===== src/rtl/ata_cfg_pkg.sv =====
// Constants, encodings and carrier types of the configuration command handler.
// Assumes the task-file bytes arrive already decoded on the controller clock.
package ata_cfg_pkg;

   // Command opcodes
   localparam logic [7:0] OP_SET_FEATURES = 8'hef;
   localparam logic [7:0] OP_SET_MAX      = 8'hf9;
   localparam logic [7:0] OP_SET_MULTIPLE = 8'hc6;

   // Set Features subcommands handled here
   localparam logic [7:0] FT_APM_ON    = 8'h05;
   localparam logic [7:0] FT_APM_OFF   = 8'h85;
   localparam logic [7:0] FT_PL1_ON    = 8'h0a;
   localparam logic [7:0] FT_PL1_OFF   = 8'h8a;
   localparam logic [7:0] FT_RLA_OFF   = 8'h55;
   localparam logic [7:0] FT_LONG_4B   = 8'hbb;
   localparam logic [7:0] FT_POR_OFF   = 8'h66;
   localparam logic [7:0] FT_POR_ON    = 8'hcc;
   localparam logic [7:0] FT_CUR_LIMIT = 8'h9a;

   // Set max address subfunctions
   localparam logic [7:0] SM_ADDRESS  = 8'h00;
   localparam logic [7:0] SM_PASSWORD = 8'h01;
   localparam logic [7:0] SM_LOCK     = 8'h02;
   localparam logic [7:0] SM_UNLOCK   = 8'h03;
   localparam logic [7:0] SM_FREEZE   = 8'h04;

   // Power management level bands
   localparam logic [7:0] APM_RSV_LO     = 8'h00;
   localparam logic [7:0] APM_MIN_STBY   = 8'h01;
   localparam logic [7:0] APM_MIN_NOSTBY = 8'h80;
   localparam logic [7:0] APM_MAX_PERF   = 8'hfe;
   localparam logic [7:0] APM_RSV_HI     = 8'hff;
   localparam logic [7:0] APM_LEVEL_DEF  = 8'hfe;

   // Field positions
   localparam int DH_LBA_BIT   = 6;
   localparam int DH_DEV_BIT   = 4;
   localparam int KEEP_BIT     = 0;

   // Current limit range in units of 4 mA, and block count limit
   localparam logic [7:0] CUR_LIMIT_MIN = 8'h19;
   localparam logic [7:0] CUR_LIMIT_MAX = 8'h7d;
   localparam logic [7:0] MULT_MAX      = 8'h10;
   localparam int         LBA_W         = 28;
   localparam logic [LBA_W-1:0] NATIVE_MAX_LBA = 28'h0ffffff;

   typedef enum logic [1:0] {
      APM_RESERVED,
      APM_WITH_STANDBY,
      APM_NO_STANDBY,
      APM_FULL_PERF
   } apm_class_t;

   typedef struct packed {
      logic [7:0] cmd;
      logic [7:0] features;
      logic [7:0] sect_cnt;
      logic [7:0] sect_num;
      logic [7:0] cyl_lo;
      logic [7:0] cyl_hi;
      logic [7:0] drv_head;
   } task_file_t;

   typedef struct packed {
      logic       abort;
      logic       ret_valid;
      logic [7:0] ret_lo;
      logic [7:0] ret_hi;
   } cmd_result_t;

endpackage


===== src/rtl/apm_level_decode.sv =====
// Classifies a power management level byte into its band.
// Pure combinational; the caller registers the results.
`timescale 1ns/1ps
module apm_level_decode (
   // Level in
   input  wire logic [7:0]               level_i,
   // Classification out
   output ata_cfg_pkg::apm_class_t       class_o,
   output logic                          valid_o,
   output logic                          standby_allowed_o
);
   import ata_cfg_pkg::*;

   wire is_reserved = (level_i == APM_RSV_LO) || (level_i == APM_RSV_HI);
   wire is_full     = (level_i == APM_MAX_PERF);
   wire no_standby  = (level_i >= APM_MIN_NOSTBY);

   assign valid_o           = !is_reserved;
   assign standby_allowed_o = !is_reserved && !no_standby;
   assign class_o = is_reserved ? APM_RESERVED :
                    is_full     ? APM_FULL_PERF :
                    no_standby  ? APM_NO_STANDBY : APM_WITH_STANDBY;

endmodule


===== src/rtl/ata_config_command_handler.sv =====
// Configuration command handler: Set Features power subcommands, Set max
// address with its lock subfunctions, and Set Multiple Mode.
// Assumes task-file bytes and strobes come from logic on clk_sys_i.
`timescale 1ns/1ps
module ata_config_command_handler (
   // Clock and reset (power-on)
   input  wire logic                     clk_sys_i,
   input  wire logic                     reset_i,
   // Other resets, one-cycle pulses
   input  wire logic                     hw_reset_i,
   input  wire logic                     soft_reset_i,
   // Command request
   input  wire logic                     cmd_valid_i,
   input  wire ata_cfg_pkg::task_file_t  task_file_i,
   input  wire logic                     drive_select_bit_i,
   input  wire logic                     drive_ready_i,
   input  wire logic                     read_native_ok_i,
   // Command completion
   output logic                          busy_o,
   output logic                          done_irq_o,
   output ata_cfg_pkg::cmd_result_t      result_o,
   // Power settings
   output logic                          apm_enabled_o,
   output logic [7:0]                    apm_level_o,
   output logic                          standby_allowed_o,
   output logic                          pl1_enabled_o,
   output logic [7:0]                    current_limit_o,
   output logic                          por_on_soft_reset_o,
   // Maximum address state
   output logic [ata_cfg_pkg::LBA_W-1:0] max_lba_o,
   output logic [ata_cfg_pkg::LBA_W-1:0] kept_max_lba_o,
   output logic                          max_locked_o,
   output logic                          max_frozen_o,
   // Multiple mode
   output logic                          multiple_en_o,
   output logic [7:0]                    multiple_count_o
);
   import ata_cfg_pkg::*;

   typedef enum logic {ST_IDLE, ST_EXEC} state_t;

   state_t            state_r;
   task_file_t        tf_r;
   logic              busy_r;
   logic              irq_r;
   cmd_result_t       res_r;
   logic              apm_en_r;
   logic [7:0]        apm_level_r;
   logic              stby_ok_r;
   logic              pl1_en_r;
   logic [7:0]        cur_limit_r;
   logic              por_soft_r;
   logic [LBA_W-1:0]  max_lba_r;
   logic [LBA_W-1:0]  kept_lba_r;
   logic              locked_r;
   logic              frozen_r;
   logic              kept_done_r;
   logic              prev_native_r;
   logic              mult_en_r;
   logic [7:0]        mult_cnt_r;

   // Reset events; the power-on reset also clears the maximum-address state
   wire any_reset   = hw_reset_i || soft_reset_i;
   wire restore_def = hw_reset_i || (soft_reset_i && por_soft_r);

   wire addressed = (task_file_i.drv_head[DH_DEV_BIT] == drive_select_bit_i);
   wire take      = (state_r == ST_IDLE) && cmd_valid_i && addressed && !any_reset;
   wire exec      = (state_r == ST_EXEC) && !any_reset;

   wire [7:0] feat = tf_r.features;
   wire [7:0] cnt  = tf_r.sect_cnt;
   wire is_sf   = (tf_r.cmd == OP_SET_FEATURES);
   wire is_max  = (tf_r.cmd == OP_SET_MAX);
   wire is_mult = (tf_r.cmd == OP_SET_MULTIPLE);

   // Level and block count checks; the band class itself is not needed here
   logic       apm_valid;
   logic       apm_stby;
   logic       blk_zero;
   logic       blk_ok;

   apm_level_decode u_apm (
      .level_i           (cnt),
      .class_o           (),
      .valid_o           (apm_valid),
      .standby_allowed_o (apm_stby)
   );

   block_count_check u_blk (
      .count_i     (cnt),
      .zero_o      (blk_zero),
      .supported_o (blk_ok)
   );

   // Set Features decode; 55h/BBh are accepted as no-ops, other codes abort
   wire f_apm_on  = is_sf && (feat == FT_APM_ON);
   wire f_apm_off = is_sf && (feat == FT_APM_OFF);
   wire f_pl1_on  = is_sf && (feat == FT_PL1_ON);
   wire f_pl1_off = is_sf && (feat == FT_PL1_OFF);
   wire f_nop     = is_sf && ((feat == FT_RLA_OFF) || (feat == FT_LONG_4B));
   wire f_por_off = is_sf && (feat == FT_POR_OFF);
   wire f_por_on  = is_sf && (feat == FT_POR_ON);
   wire f_cur     = is_sf && (feat == FT_CUR_LIMIT);
   wire sf_known  = f_apm_on || f_apm_off || f_pl1_on || f_pl1_off || f_nop ||
                    f_por_off || f_por_on || f_cur;
   wire sf_abort  = is_sf && (!sf_known || (f_apm_on && !apm_valid));

   // Current limit clamp to the supported window
   wire [7:0] cur_next = (cnt < CUR_LIMIT_MIN) ? CUR_LIMIT_MIN :
                         (cnt > CUR_LIMIT_MAX) ? CUR_LIMIT_MAX : cnt;

   // Set max address decode
   wire [LBA_W-1:0] new_lba = {tf_r.drv_head[3:0], tf_r.cyl_hi, tf_r.cyl_lo,
                               tf_r.sect_num};
   wire keep_across_reset_flag = cnt[KEEP_BIT];
   wire m_addr  = is_max && (feat == SM_ADDRESS);
   wire m_pw    = is_max && (feat == SM_PASSWORD);
   wire m_lock  = is_max && (feat == SM_LOCK);
   wire m_ulock = is_max && (feat == SM_UNLOCK);
   wire m_frz   = is_max && (feat == SM_FREEZE);
   wire m_rsvd  = is_max && (feat > SM_FREEZE);
   wire addr_bad = !drive_ready_i || !prev_native_r ||
                   !tf_r.drv_head[DH_LBA_BIT];
   wire addr_abort = m_addr && (addr_bad || locked_r || frozen_r ||
                     (keep_across_reset_flag && kept_done_r));
   wire sub_abort  = (m_pw || m_lock || m_ulock) && frozen_r;
   wire max_abort  = addr_abort || sub_abort || m_rsvd;
   wire addr_go    = m_addr && !addr_abort;

   // Set multiple decode
   wire mult_abort = is_mult && !blk_zero && !blk_ok;

   // No power-level gate exists: level 0 never refuses a command
   wire cmd_abort = sf_abort || max_abort || mult_abort ||
                    !(is_sf || is_max || is_mult);

   // Sequencer: one busy cycle, then completion
   always_ff @(posedge clk_sys_i) begin
      if (reset_i || any_reset) begin
         state_r <= ST_IDLE;
         busy_r  <= 1'b0;
      end else if (take) begin
         state_r <= ST_EXEC;
         busy_r  <= 1'b1;
      end else if (exec) begin
         state_r <= ST_IDLE;
         busy_r  <= 1'b0;
      end
   end

   always_ff @(posedge clk_sys_i) begin
      if (reset_i) begin
         tf_r <= '0;
      end else if (take) begin
         tf_r <= task_file_i;
      end
   end

   // Completion pulse and status
   always_ff @(posedge clk_sys_i) begin
      if (reset_i) begin
         irq_r <= 1'b0;
         res_r <= '0;
      end else begin
         irq_r <= exec;
         if (exec) begin
            res_r.abort     <= cmd_abort;
            res_r.ret_valid <= f_cur;
            res_r.ret_lo    <= f_cur ? CUR_LIMIT_MIN : tf_r.cyl_lo;
            res_r.ret_hi    <= f_cur ? CUR_LIMIT_MAX : tf_r.cyl_hi;
         end
      end
   end

   // Read native max must come immediately before; any other command breaks it
   always_ff @(posedge clk_sys_i) begin
      if (reset_i || any_reset) begin
         prev_native_r <= 1'b0;
      end else if (read_native_ok_i) begin
         prev_native_r <= 1'b1;
      end else if (exec) begin
         prev_native_r <= 1'b0;
      end
   end

   // Power settings; the level is only stored, nothing consumes it
   always_ff @(posedge clk_sys_i) begin
      if (reset_i || restore_def) begin
         apm_en_r    <= 1'b0;
         apm_level_r <= APM_LEVEL_DEF;
         stby_ok_r   <= 1'b0;
         pl1_en_r    <= 1'b0;
         cur_limit_r <= CUR_LIMIT_MAX;
      end else if (exec) begin
         if (f_apm_on && apm_valid) begin
            apm_en_r    <= 1'b1;
            apm_level_r <= cnt;
            stby_ok_r   <= apm_stby;
         end
         if (f_apm_off) begin
            apm_en_r  <= 1'b0;
            stby_ok_r <= 1'b0;
         end
         if (f_pl1_on || f_pl1_off) begin
            pl1_en_r <= f_pl1_on;
         end
         if (f_cur) begin
            cur_limit_r <= cur_next;
         end
      end
   end

   // Soft-reset policy itself survives soft reset, else it could never be off
   always_ff @(posedge clk_sys_i) begin
      if (reset_i || hw_reset_i) begin
         por_soft_r <= 1'b1;
      end else if (exec && (f_por_off || f_por_on)) begin
         por_soft_r <= f_por_on;
      end
   end

   // Maximum address; the kept copy stands in for non-volatile storage
   always_ff @(posedge clk_sys_i) begin
      if (reset_i) begin
         max_lba_r  <= NATIVE_MAX_LBA;
         kept_lba_r <= NATIVE_MAX_LBA;
      end else if (hw_reset_i) begin
         max_lba_r <= kept_lba_r;
      end else if (exec && addr_go) begin
         max_lba_r <= new_lba;
         if (keep_across_reset_flag) begin
            kept_lba_r <= new_lba;
         end
      end
   end

   // Lock state; password contents travel with data and are not handled here
   always_ff @(posedge clk_sys_i) begin
      if (reset_i || hw_reset_i) begin
         locked_r    <= 1'b0;
         frozen_r    <= 1'b0;
         kept_done_r <= 1'b0;
      end else if (exec && !max_abort) begin
         if (m_lock || m_ulock) begin
            locked_r <= m_lock;
         end
         if (m_frz) begin
            frozen_r <= 1'b1;
         end
         if (addr_go && keep_across_reset_flag) begin
            kept_done_r <= 1'b1;
         end
      end
   end

   // Multiple mode
   always_ff @(posedge clk_sys_i) begin
      if (reset_i || restore_def) begin
         mult_en_r  <= 1'b0;
         mult_cnt_r <= 8'h00;
      end else if (exec && is_mult) begin
         mult_en_r  <= blk_ok;
         mult_cnt_r <= blk_ok ? cnt : 8'h00;
      end
   end

   assign busy_o              = busy_r;
   assign done_irq_o          = irq_r;
   assign result_o            = res_r;
   assign apm_enabled_o       = apm_en_r;
   assign apm_level_o         = apm_level_r;
   assign standby_allowed_o   = stby_ok_r;
   assign pl1_enabled_o       = pl1_en_r;
   assign current_limit_o     = cur_limit_r;
   assign por_on_soft_reset_o = por_soft_r;
   assign max_lba_o           = max_lba_r;
   assign kept_max_lba_o      = kept_lba_r;
   assign max_locked_o        = locked_r;
   assign max_frozen_o        = frozen_r;
   assign multiple_en_o       = mult_en_r;
   assign multiple_count_o    = mult_cnt_r;
endmodule


===== src/rtl/block_count_check.sv =====
// Checks a sectors-per-block request against the supported set.
// Supported counts are powers of two up to the block size limit.
`timescale 1ns/1ps
module block_count_check (
   // Request
   input  wire logic [7:0] count_i,
   // Verdict
   output logic            zero_o,
   output logic            supported_o
);
   import ata_cfg_pkg::*;

   wire [7:0] count_less = count_i - 8'h01;
   wire       pow2       = ((count_i & count_less) == 8'h00);

   assign zero_o      = (count_i == 8'h00);
   assign supported_o = !zero_o && pow2 && (count_i <= MULT_MAX);

endmodule


===== config.mk =====
export PLATFORM = sky130hd
export DESIGN_NAME = ata_config_command_handler
export DESIGN_NICKNAME = d
export VERILOG_FILES = /design/src/rtl/ata_cfg_pkg.sv /design/src/rtl/apm_level_decode.sv /design/src/rtl/ata_config_command_handler.sv /design/src/rtl/block_count_check.sv
export SDC_FILE = /design/constraint.sdc
export NUM_CORES = 1
export LEC_CHECK = 0
export BUFFER_PORTS_ARGS = -buffer_cell sky130_fd_sc_hd__buf_2
export CAP_MARGIN = 20
export CORE_ASPECT_RATIO = 1.25
export CORE_MARGIN = 2
export CORE_UTILIZATION = 55
export CTS_CLUSTER_SIZE = 25
export DETAILED_ROUTE_END_ITERATION = 10
export PLACE_DENSITY = 0.82
export SYNTH_ARGS = -nofsm -noshare
export SYNTH_HDL_FRONTEND = slang
export SYNTH_SLANG_ARGS = --single-unit

===== constraint.sdc =====
create_clock -name clk_sys_i -period 3.6 [get_ports clk_sys_i]
set_input_delay 0.36 -clock clk_sys_i [delete_from_list [all_inputs] [get_ports clk_sys_i]]
set_output_delay 0.36 -clock clk_sys_i [all_outputs]
set_load 0.02 [all_outputs]

==> metrics list, run 1 <==
* Run status: finished, final reports clean
- Startpoint type of the worst setup path: flop
- Across the VDD grid, the largest voltage drop is 0.346 mV.
* Dominant synthesized flop cell: dfxtp_1
- Nets: 996
* Class of the most critical hold timing path: in2reg
- Crit path arrival time: 2.79 ns
* Insertion delay to the later sink of the worst-skew pair: 0.42 ns
* Total number of vias: 6398
* Residual overflow from global routing: 0
- Wire length of the first global-routing pass: 27600 um
* Most common library cell in the layout ignoring fill and taps: buf_2
- Sequential share of power: 48.8%
- Number of different library cells in the post-synthesis netlist: 54
- The first TritonRoute pass finished after 5 iterations.
- After clock tree synthesis, the flow added hold-fix buffers numbering 0.
* CTS-repair resized insts: 0
* Number of standard cells in the layout, taps in and fillers out: 1108
* Leading cell types by total area after synthesis: dfxtp_1, nand2_1, a21oi_1
- Die Width: 102 um
* Final count of negative-setup-slack endpoints: 0
- Across the run, the number of max-cap violations was 0.
- Routability-driven placement finished with a final weighted congestion of 0.891.
- Final number of max-transition violations: 0
* Starting DRC count in detailed routing: 375
- Static power due to leakage: 2.97 nW
- At the pin with the least slew margin, the transition time is 1.07 ns.
* Residual DRC: 0
* Hold Vio Cnt, Final: 0
- Once detailed placement completed, the half-perimeter wirelength came to 11900 um.
- The number of placed instances, taps included, is 1074.
- Summed over all instances, the cell type with the most area after synthesis is dfxtp_1.
- Synth-to-layout area growth: 21.7%
- Power density of the placed cells: 467 mW/mm^2
- Switching power: 916 uW
* Share of synthesized area occupied by flip-flops and latches: 49.1%
- Leaving out fill and tap cells, the most frequent cells in the layout are buf_2, dfxtp_1, nand2_1.
- Per report_power, the clock group accounts for 46.7% of the total.
* Largest net degree at the start of global routing: 106
* Post-Syn Instances: 807
- The clock period could shrink to 2.49 ns.
- For this design, the sink count on the clock tree is 162.
- Critical path peak fanout: 10
* Number of nets in the synthesized netlist: 871
* CTS tree: built
* Required @ worst endpoint: 3.90 ns
* Count of antenna-violating nets left after detailed routing: 0
* Number of flops mapped to enable cells by yosys: 0
* Max-slew headroom: 28.4%
- Post-Route WL: 18000 um
- Number of CTS-inserted buffers: 17
- Clock buffer depth: 2
- Count of standard-cell rows: 44
- The share of synthesized area in the top cell type comes to 49.1%.
- Combinational share of power: 4.5%
- Global routing consumed, over all layers together, 27.1% of the routing resources.
- After detailed routing, the average wire length per cell comes to 16.2 um.
* Cell Area, Synth: 0.00661 sq mm
- Async set-reset flop share out of synthesis: 0%
- In this run the standard cell core region covers 0.0117 sq mm.
- Starting density of the core: 56.6%
* Clock skew: 0.00965 ns
- For the final routed database, the setup TNS stands at 0 ns.
- Of the total power, the share spent switching nets is 24.4%.
* Fmax achieved: 0.401 GHz
* Boundary pin count: 171
- RSZ-0062 raised after global routing: false
- The number of global-route vias before repair came to 5706.
- Layout cell share with drive strength beyond 1: 23.5%
- Yosys warns: 0
- Number of antenna violations at the first check in global routing: 1
- After clock tree synthesis, the setup repair step added 0 buffers.
* DIE HEIGHT: 127 um
- Cell internal power was estimated by the tool at 2.84 mW.
- Setup crit end kind: flop
- The die covers 0.0129 sq mm.
- Dividing the synthesized area by the synthesized cell count gives 8.19 sq um.
* Final cycle utilization of the critical path: 69.3%
* Yosys reg bits: 162
* Via count normalized by instance count: 5.77
- H-Tree Depth: 4
* Buffers added on ports: 168
- Class of the most critical setup path: reg2reg
* Clock-pin transition on the worst setup and hold timing paths: 0.07 ns
* Clock root cell: clkbuf_16
[state kept, by name (all words and copies together), names as in the netlist, 8 cells and up]
register and cells:
apm_level_o 8, cnt 8, current_limit_o 8, feat 8, kept_max_lba_o 28, max_lba_o 28, multiple_count_o 8, new_lba 28
result_o 18, tf_r 9
[through the flow]
| stage | instance area (sq um) | hold WS (ns) | total power, mW | util, % | setup WS, ns |
|---|---|---|---|---|---|
| finish | 8040 | 0.166 | 3.76 | 68.9 | 1.11 |
| global route | 8040 | 0.167 | 3.86 | 68.9 | 0.800 |
| CTS | 8040 | 0.163 | 3.76 | 68.9 | 1.17 |
| detailed placement | 7470 | 0.446 | 2.04 | 64.0 | 0.991 |
| global placement | 7470 | 0.438 | 2.04 | 64.0 | 1.08 |
| floorplan | 6610 | 0.435 | 1.98 | - | 1.45 |
[power by group through the flow]
| stage | Sequential [mW] | Clock [mW] | Combinational (mW) |
|---|---|---|---|
| CTS | 1.83 | 1.76 | 0.167 |
| finish | 1.83 | 1.75 | 0.168 |
| floorplan | 1.86 | 0 | 0.112 |
| global route | 1.83 | 1.84 | 0.186 |
| detailed placement | 1.87 | 0 | 0.165 |
| global placement | 1.87 | 0 | 0.164 |
[final cells by class]
type | count | area [sq um]
timing repair buffer | 179 | 930
multi-input combinational | 563 | 3060
inverter | 9 | 33.8
antenna | 2 | 5.00
clock inverter | 15 | 146
sequential | 162 | 3240
clock buffer | 17 | 425
fill | 995 | 3630
tap | 161 | 201
[critical path: stages, from the launching register on]
cell       delay (ns)
dfxtp_1          0.37
and4_1           0.28
nand4_1          0.44
nor3_4           0.59
buf_4            0.27
nor3_1           0.05
a2111oi_0        0.36
[final timing paths]
path | slack, ns | endpoint | cells past startpoint | from
worst max-delay path | 1.11 | max_lba_o[24] | 6 | tf_r[48]
worst min-delay path | 0.17 | new_lba[23] | 3 | task_file_i[15]
worst max register to register | 1.11 | max_lba_o[24] | 6 | tf_r[48]
worst min register to register | 0.45 | multiple_count_o[1] | 2 | multiple_count_o[1]
[cell families (layout without fill, tap and decap cells)]
family	count (synthesis)	in the layout	synth area share [%]
other cells	0	2	0
xor+xnor	3	3	0.398
compound gates	144	144	12.9
flops	162	162	49.1
buf+inv	82	220	4.90
simple gates	402	402	30.6
mux	14	14	2.14
[metal layers]
metal | part of all wire, % | GRT usage [%] | wire [um] | vias to the layer above
met5 | 0 | 0 | 0 | -
met4 | 2.1 | 9.96 | 369 | 0
met3 | 8.1 | 7.93 | 1450 | 45
met2 | 49 | 45.3 | 8780 | 251
met1 | 41 | 32.7 | 7360 | 2964
li1 | - | - | - | 3138
[synthesized netlist by cell type (all sizes together) (2+ instances only)]
| library cell | count |
|---|---|
| nand4b | 6 |
| a22oi | 7 |
| nor4 | 55 |
| nor2 | 57 |
| nor4bb | 2 |
| or4bb | 2 |
| clkbuf | 65 |
| inv | 9 |
| mux2i | 13 |
| nor2b | 4 |
| a2111oi | 5 |
| nand4 | 8 |
| and4 | 2 |
| or2 | 2 |
| a21o | 2 |
| a311oi | 2 |
| dfxtp | 162 |
| nor3b | 26 |
| or3 | 4 |
| o21ai | 6 |
| nor3 | 67 |
| and3 | 6 |
| buf | 8 |
| o22ai | 5 |
| nand2 | 150 |
| or4 | 2 |
| xor2 | 2 |
| a22o | 3 |
| o211ai | 2 |
| nand3b | 2 |
| a21oi | 89 |
| nand3 | 2 |
| a31oi | 13 |
No activity file was read; power rests on OpenSTA's default activity.
==> run 2, diff against run 1 <==
Settings changed: CORE_UTILIZATION 55 to 53, PLACE_DENSITY 0.82 to 0.79.
Clock period 3.6 ns to 2.3 ns, I/O delays scaled along.
==> run 2 against run 1 <==
  * Via count increased by 2.1%
  * Cell count grew 1.7%
  * Register-to-register slack worse by 0.96 ns
  * Highest routed layer unchanged
==> metrics list, run 2 (same netlist as run 1, synthesis figures left out) <==
- Critical path buffers and inverters: 2
* Clock-pin transition on the worst setup and hold timing paths: 0.07 ns
- The die is 129 um tall.
- Iteration count of the initial detailed-routing pass: 5
- Worst setup slack after layout: 0.146 ns
* Number of fill cells: 1058
- In the final design database the tool counted 1012 nets.
* Fmax achieved: 0.464 GHz
- In this design, the stage delay of the slowest critical-path cell is 0.38 ns.
* Run status: finished, final reports clean
* Via count of the first global-routing pass: 6058
- Cells with a size suffix above 1 make up 24.8% of the layout.
- Wire length of the first global-routing pass: 29400 um
* Starting density of the core: 54.4%
* Most common library cell in the layout ignoring fill and taps: buf_2
* H-Tree Depth: 4
- Crit path arrival time: 2.43 ns
- Count of standard-cell rows: 45
- Cell class contributing the biggest share of worst-path delay: simple AND/OR/NAND/NOR gates
- Least-Margin Pin Slew: 0.874 ns
- The die is 104 um wide.
* Class of the most critical hold timing path: in2reg
- Critical path peak fanout: 53
* Class of the most critical setup path: reg2reg
- After detailed routing, the average wire length per cell comes to 16.1 um.
- Post-route minimum period: 2.15 ns
- Total routing resource utilization after global routing: 27.0%
- CTS tree: built
- The worst pin sits at a relative slew slack of 41.7%.
- OpenSTA, run right after detailed placement, puts the worst setup slack at 0.125 ns.
- Synth-to-layout area growth: 25.6%
- The worst setup path is captured at a flop.
- Among all stages on the critical path, the largest delay is contributed by dfxtp_1.
* Number of standard cells in the layout, taps in and fillers out: 1127
- Hold Vio Cnt, Final: 0
- Insertion delay to the later sink of the worst-skew pair: 0.42 ns
- Counting along the longest clock path gives a buffer depth of 2.
- For this design the static power due to leakage is 3.08 nW.
- Post-Route WL: 18200 um
- For this design the top-level I/O count stands at 171.
- At the end of routability-driven placement, the weighted congestion stood at 0.924.
- Residual DRC: 0
- Buffers added on ports: 168
* Number of CTS-inserted buffers: 17
- Post-route cell area: 0.00830 sq mm
- The initial antenna violation count is 2.
- The tool flagged a number of max-cap violations equal to 0.
- Minimum hold slack: 0.0400 ns
* Highest-count cells in the layout ignoring fill and taps: buf_2, dfxtp_1, nand2_1
* Overall power of the completed layout: 6.21 mW
* Startpoint type of the worst setup path: flop
* Final number of max-transition violations: 0
- At the worst endpoint, the required time is 2.57 ns.
* Area of the core: 0.0122 sq mm
- Clock skew: 0.0119 ns
- Starting DRC count in detailed routing: 344
* Final count of negative-setup-slack endpoints: 0
* Cells traversed along the worst timing path: and4_1 > nand4_1 > buf_4 > nor4_4 > buf_12 > mux2i_1 > nor2_1
- Summing all placed instances gives a cell area of 0.00763 sq mm.
* DP HPWL: 11900 um
- Via count normalized by instance count: 5.80
- Power density of the placed cells: 748 mW/mm^2
- Largest net degree at the start of global routing: 200
* Die ar.: 0.0134 sq mm
- The count of nets left with antenna violations once routing finished came out at 0.
- Total negative setup slack: 0 ns
- Residual overflow from global routing: 0
- CTS placed an instance of clkbuf_16 at the clock tree root.
- Post-placement cell count: 1092
* TritonCTS sink count: 162
* Post-layout utilization of the core: 68.2%
* Total number of vias: 6535
- The worst-case IR drop observed on VDD is 0.450 mV.
* Final cycle utilization of the critical path: 93.6%
run 2: cell types whose count changed in the layout (fill, tap and decap cells not counted), sizes merged:
cell	delta
inv	-7
clkbuf	+4
bufinv	+3
clkinv	-3
clkinvlp	+3
buf	+16
run 2: timing repair:
item	CTS	global route
resized for setup	0	1
setup buffers	0	1
endpoints found under the hold margin	0	0
setup endpoints to repair	0	8
hold buffers	0	0
run 2: routing by layer:
metal  vias up  global-route usage (%)  part of all wire [%]  wire length, um
met4         0                    12.0                   3.0              547
met3        47                    7.95                   7.5             1360
met1      3092                    31.7                    40             7300
met5         -                       0                     0                0
met2       247                    46.0                    49             8960
li1       3149                       -                     -                -
run 2: path summary, 6_finish.rpt:
kind,cells after the start,to,slack (ns),startpoint
hold / removal,3,tf_r[50],0.04,task_file_i[50]
setup reg to reg,7,kept_max_lba_o[24],0.15,tf_r[48]
hold reg to reg,1,multiple_en_o,0.45,multiple_en_o
setup / recovery,7,kept_max_lba_o[24],0.15,tf_r[48]
run 2: layout make-up:
| type | instances | area, sq um | area share [%] |
|---|---|---|---|
| sequential | 162 | 3240 | 39.1 |
| multi-input combinational | 563 | 3070 | 36.9 |
| timing repair buffer | 195 | 1100 | 13.3 |
| clock buffer | 21 | 470 | 5.67 |
| tap | 164 | 205 | 2.47 |
| clock inverter | 11 | 176 | 2.13 |
| inverter | 9 | 33.8 | 0.407 |
| antenna | 2 | 5.00 | 0.0603 |
run 2: power breakdown:
group,switching [mW],leakage [nW],internal [mW]
combinational,0.179,1.47,0.102
clock,1.15,0.302,1.91
sequential,0.0300,1.31,2.83
total,1.36,3.08,4.85
run 2: worst min-delay path, cell delays in order:
cell and delay (ns):
buf_2 0.09, nand2_1 0.04, a21oi_1 0.05
==> run 3, diff against run 2 <==
Settings changed: PLACE_DENSITY 0.79 to 0.8.
==> run 3 against run 2 <==
  * Sequential share of layout area shrank 0.12 points
  * Fmax increased by 2.4%
  * Sequential power about the same
  * Worst setup slack gained 0.051 ns
  * Cell count increased by 0.18%
  * Sequential cell count unchanged
  * Combinational power increased by 1%
  * Core utilization up 0.22 points
  * Critical path type unchanged
  * Critical endpoint is now multiple_count_o[0]
  * Largest cell class unchanged
  * Highest routed layer unchanged
==> metrics list, run 3 (same netlist as run 1, synthesis figures left out) <==
- Most common library cell in the layout ignoring fill and taps: buf_2
* Max-cap violation count: 0
- In this run the critical register-to-register path is captured at multiple_count_o[0].
- Entering global routing, the biggest net connects 189 pins.
- Required @ worst endpoint: 2.64 ns
- Number of instances on the worst hold path: 3
- In the layout the commonest cells are buf_2, dfxtp_1, nand2_1.
- CTS tree: built
- Once placement finished, the instance area stood at 0.00766 sq mm.
- The clock period could shrink to 2.10 ns.
- The count of pins over their slew limit is 0.
* Wire length of the first global-routing pass: 28300 um
* Power density of the placed cells: 747 mW/mm^2
- Final count of negative-setup-slack endpoints: 0
- Hold Vio Cnt, Final: 0
- Post-CTS setup buffer count: 0
- Startpoint type of the worst setup path: flop
* Count of standard-cell rows: 45
- In the final layout, the share of cells above drive strength 1 is 25.1%.
- The run finished with clean final reports.
* Startpoint of the lowest-slack register-to-register path: tf_r[49]
* Synth-to-layout area growth: 26.0%
- 171 I/O pins were placed.
- For this run, design rule violations remaining after detail routing come to 0.
- Setup slack of the most critical reg-to-reg path: 0.20 ns
- TritonCTS sink count: 162
* Number of antenna violations at the first check in global routing: 1
- Post-placement cell count: 1096
- The routed design has 17700 um of wire.
* Area of the core: 0.0122 sq mm
* Post-layout utilization of the core: 68.5%
* Critical path peak fanout: 6
- The most critical setup path has its startpoint at tf_r[49].
* Via count normalized by instance count: 5.66
* Total negative setup slack: 0 ns
- The tree is rooted in a clkbuf_16.
- Max-slew headroom: 48.3%
- Starting DRC count in detailed routing: 347
- For the pin with the worst max-slew slack, the measured transition is 0.776 ns.
- Clock buffer depth: 2
- The number of global-route vias before repair is 5720.
* Buffers added on ports: 168
- The critical path is of the reg2reg type.
- STA puts the critical path data arrival time at 2.45 ns.
- Total number of vias: 6395
- In this run the remaining antenna-violating nets after routing total 0.
- The die is 129 um tall.
* Iteration count of the initial detailed-routing pass: 5
- After the flow finishes, the layout carries non-filler instances totaling 1129.
- Detailed placement ended at an HPWL of 11800 um.
- The die is 104 um wide.
- Setup crit end kind: flop
* Reg2reg path depth: 4
- Among all stages on the critical path, the largest delay is contributed by or4_1.
- RSZ-0062 raised after global routing: false
- The net count of the finished layout is 1015.
- Clock skew: 0.00767 ns
* Peak ir drop on the vdd network: 0.494 mV
- Critical path's largest stage delay: 0.54 ns
* Insertion delay to the later sink of the worst-skew pair: 0.42 ns
* Wire length per cell after detailed routing: 15.7 um
- The H-tree generated during clock tree synthesis spans 4 levels.
- TritonCTS created 17 clock buffers.
- Once the floorplan was initialized, standard cells occupied 54.4% of the core.
* Routability-driven placement congestion ratio: 0.904
* Clock-pin transition on the worst setup and hold timing paths: 0.06 ns
- Worst Hold Endpoint: new_lba[2]
- After routing the design area is 0.00833 sq mm.
- Residual overflow from global routing: 0
- Final cycle utilization of the critical path: 91.4%
- Min-Delay Startpoint: task_file_i[26]
* Cells traversed along the worst timing path: or4b_1 > or3_1 > or4_1 > a21oi_1
* Total routing resource utilization after global routing: 26.2%
* Class of the most critical hold timing path: in2reg
* Static power due to leakage: 3.12 nW
- Die ar.: 0.0134 sq mm
- Static timing analysis puts the maximum clock frequency at 0.475 GHz.
- Number of fill cells: 1053
run 3: timing repair:
action | 4_1_cts | 5_1_grt
gates resized for setup | 0 | 1
hold buffers | 0 | 0
hold endpoints to repair | 0 | 0
endpoints found under the setup margin | 0 | 3
run 3: worst max-delay path by stage:
stage	end	slack, ns
finish	multiple_count_o[0]	0.20
global route	standby_allowed_o	0.06
CTS	max_lba_o[23]	0.18
detailed placement	max_lba_o[23]	0.19
global placement	result_o[17]	0.25
floorplan	max_lba_o[2]	0.15
run 3: critical path: cells and delay by family (launching register included):
kind,cells,cell delay (ns)
AOI/OAI and AO/OA,1,0.17
DFF,1,0.40
and+or+nand+nor,3,1.46
run 3: where the power goes:
group          switching, mW  internal [mW]
registers             0.0288           2.83
logic                  0.180          0.106
clock network           1.13           1.94
total                   1.34           4.88
run 3: routing by layer:
layer  part of all wire [%]  global-route usage, %  vias to the layer above
met5                      0                      0                        -
met4                    2.6                   10.5                        0
met3                    8.2                   8.11                       36
met2                     49                   44.3                      228
met1                     41                   31.4                     2959
li1                       -                      -                     3172
run 3: layout make-up:
cell class / count / area (sq um) / area share, %
Multi-Input combinational cell: 563 / 3060 / 36.8
Antenna cell: 1 / 2.50 / 0.0301
Timing Repair Buffer: 198 / 1120 / 13.5
Inverter: 9 / 33.8 / 0.406
Clock buffer: 21 / 480 / 5.77
Clock inverter: 11 / 174 / 2.09
Tap cell: 164 / 205 / 2.46
Sequential cell: 162 / 3240 / 39.0
run 3: stage by stage:
| stage | setup WS [ns] | hold slack [ns] | power, mW |
|---|---|---|---|
| 2_1_floorplan | 0.146 | 0.306 | 3.09 |
| 3_3_place_gp | 0.248 | 0.435 | 3.20 |
| 3_5_place_dp | 0.192 | 0.442 | 3.20 |
| 4_1_cts | 0.178 | 0.0303 | 6.24 |
| 5_1_grt | 0.0645 | 0.0301 | 6.42 |
| 6_report | 0.197 | 0.0408 | 6.22 |
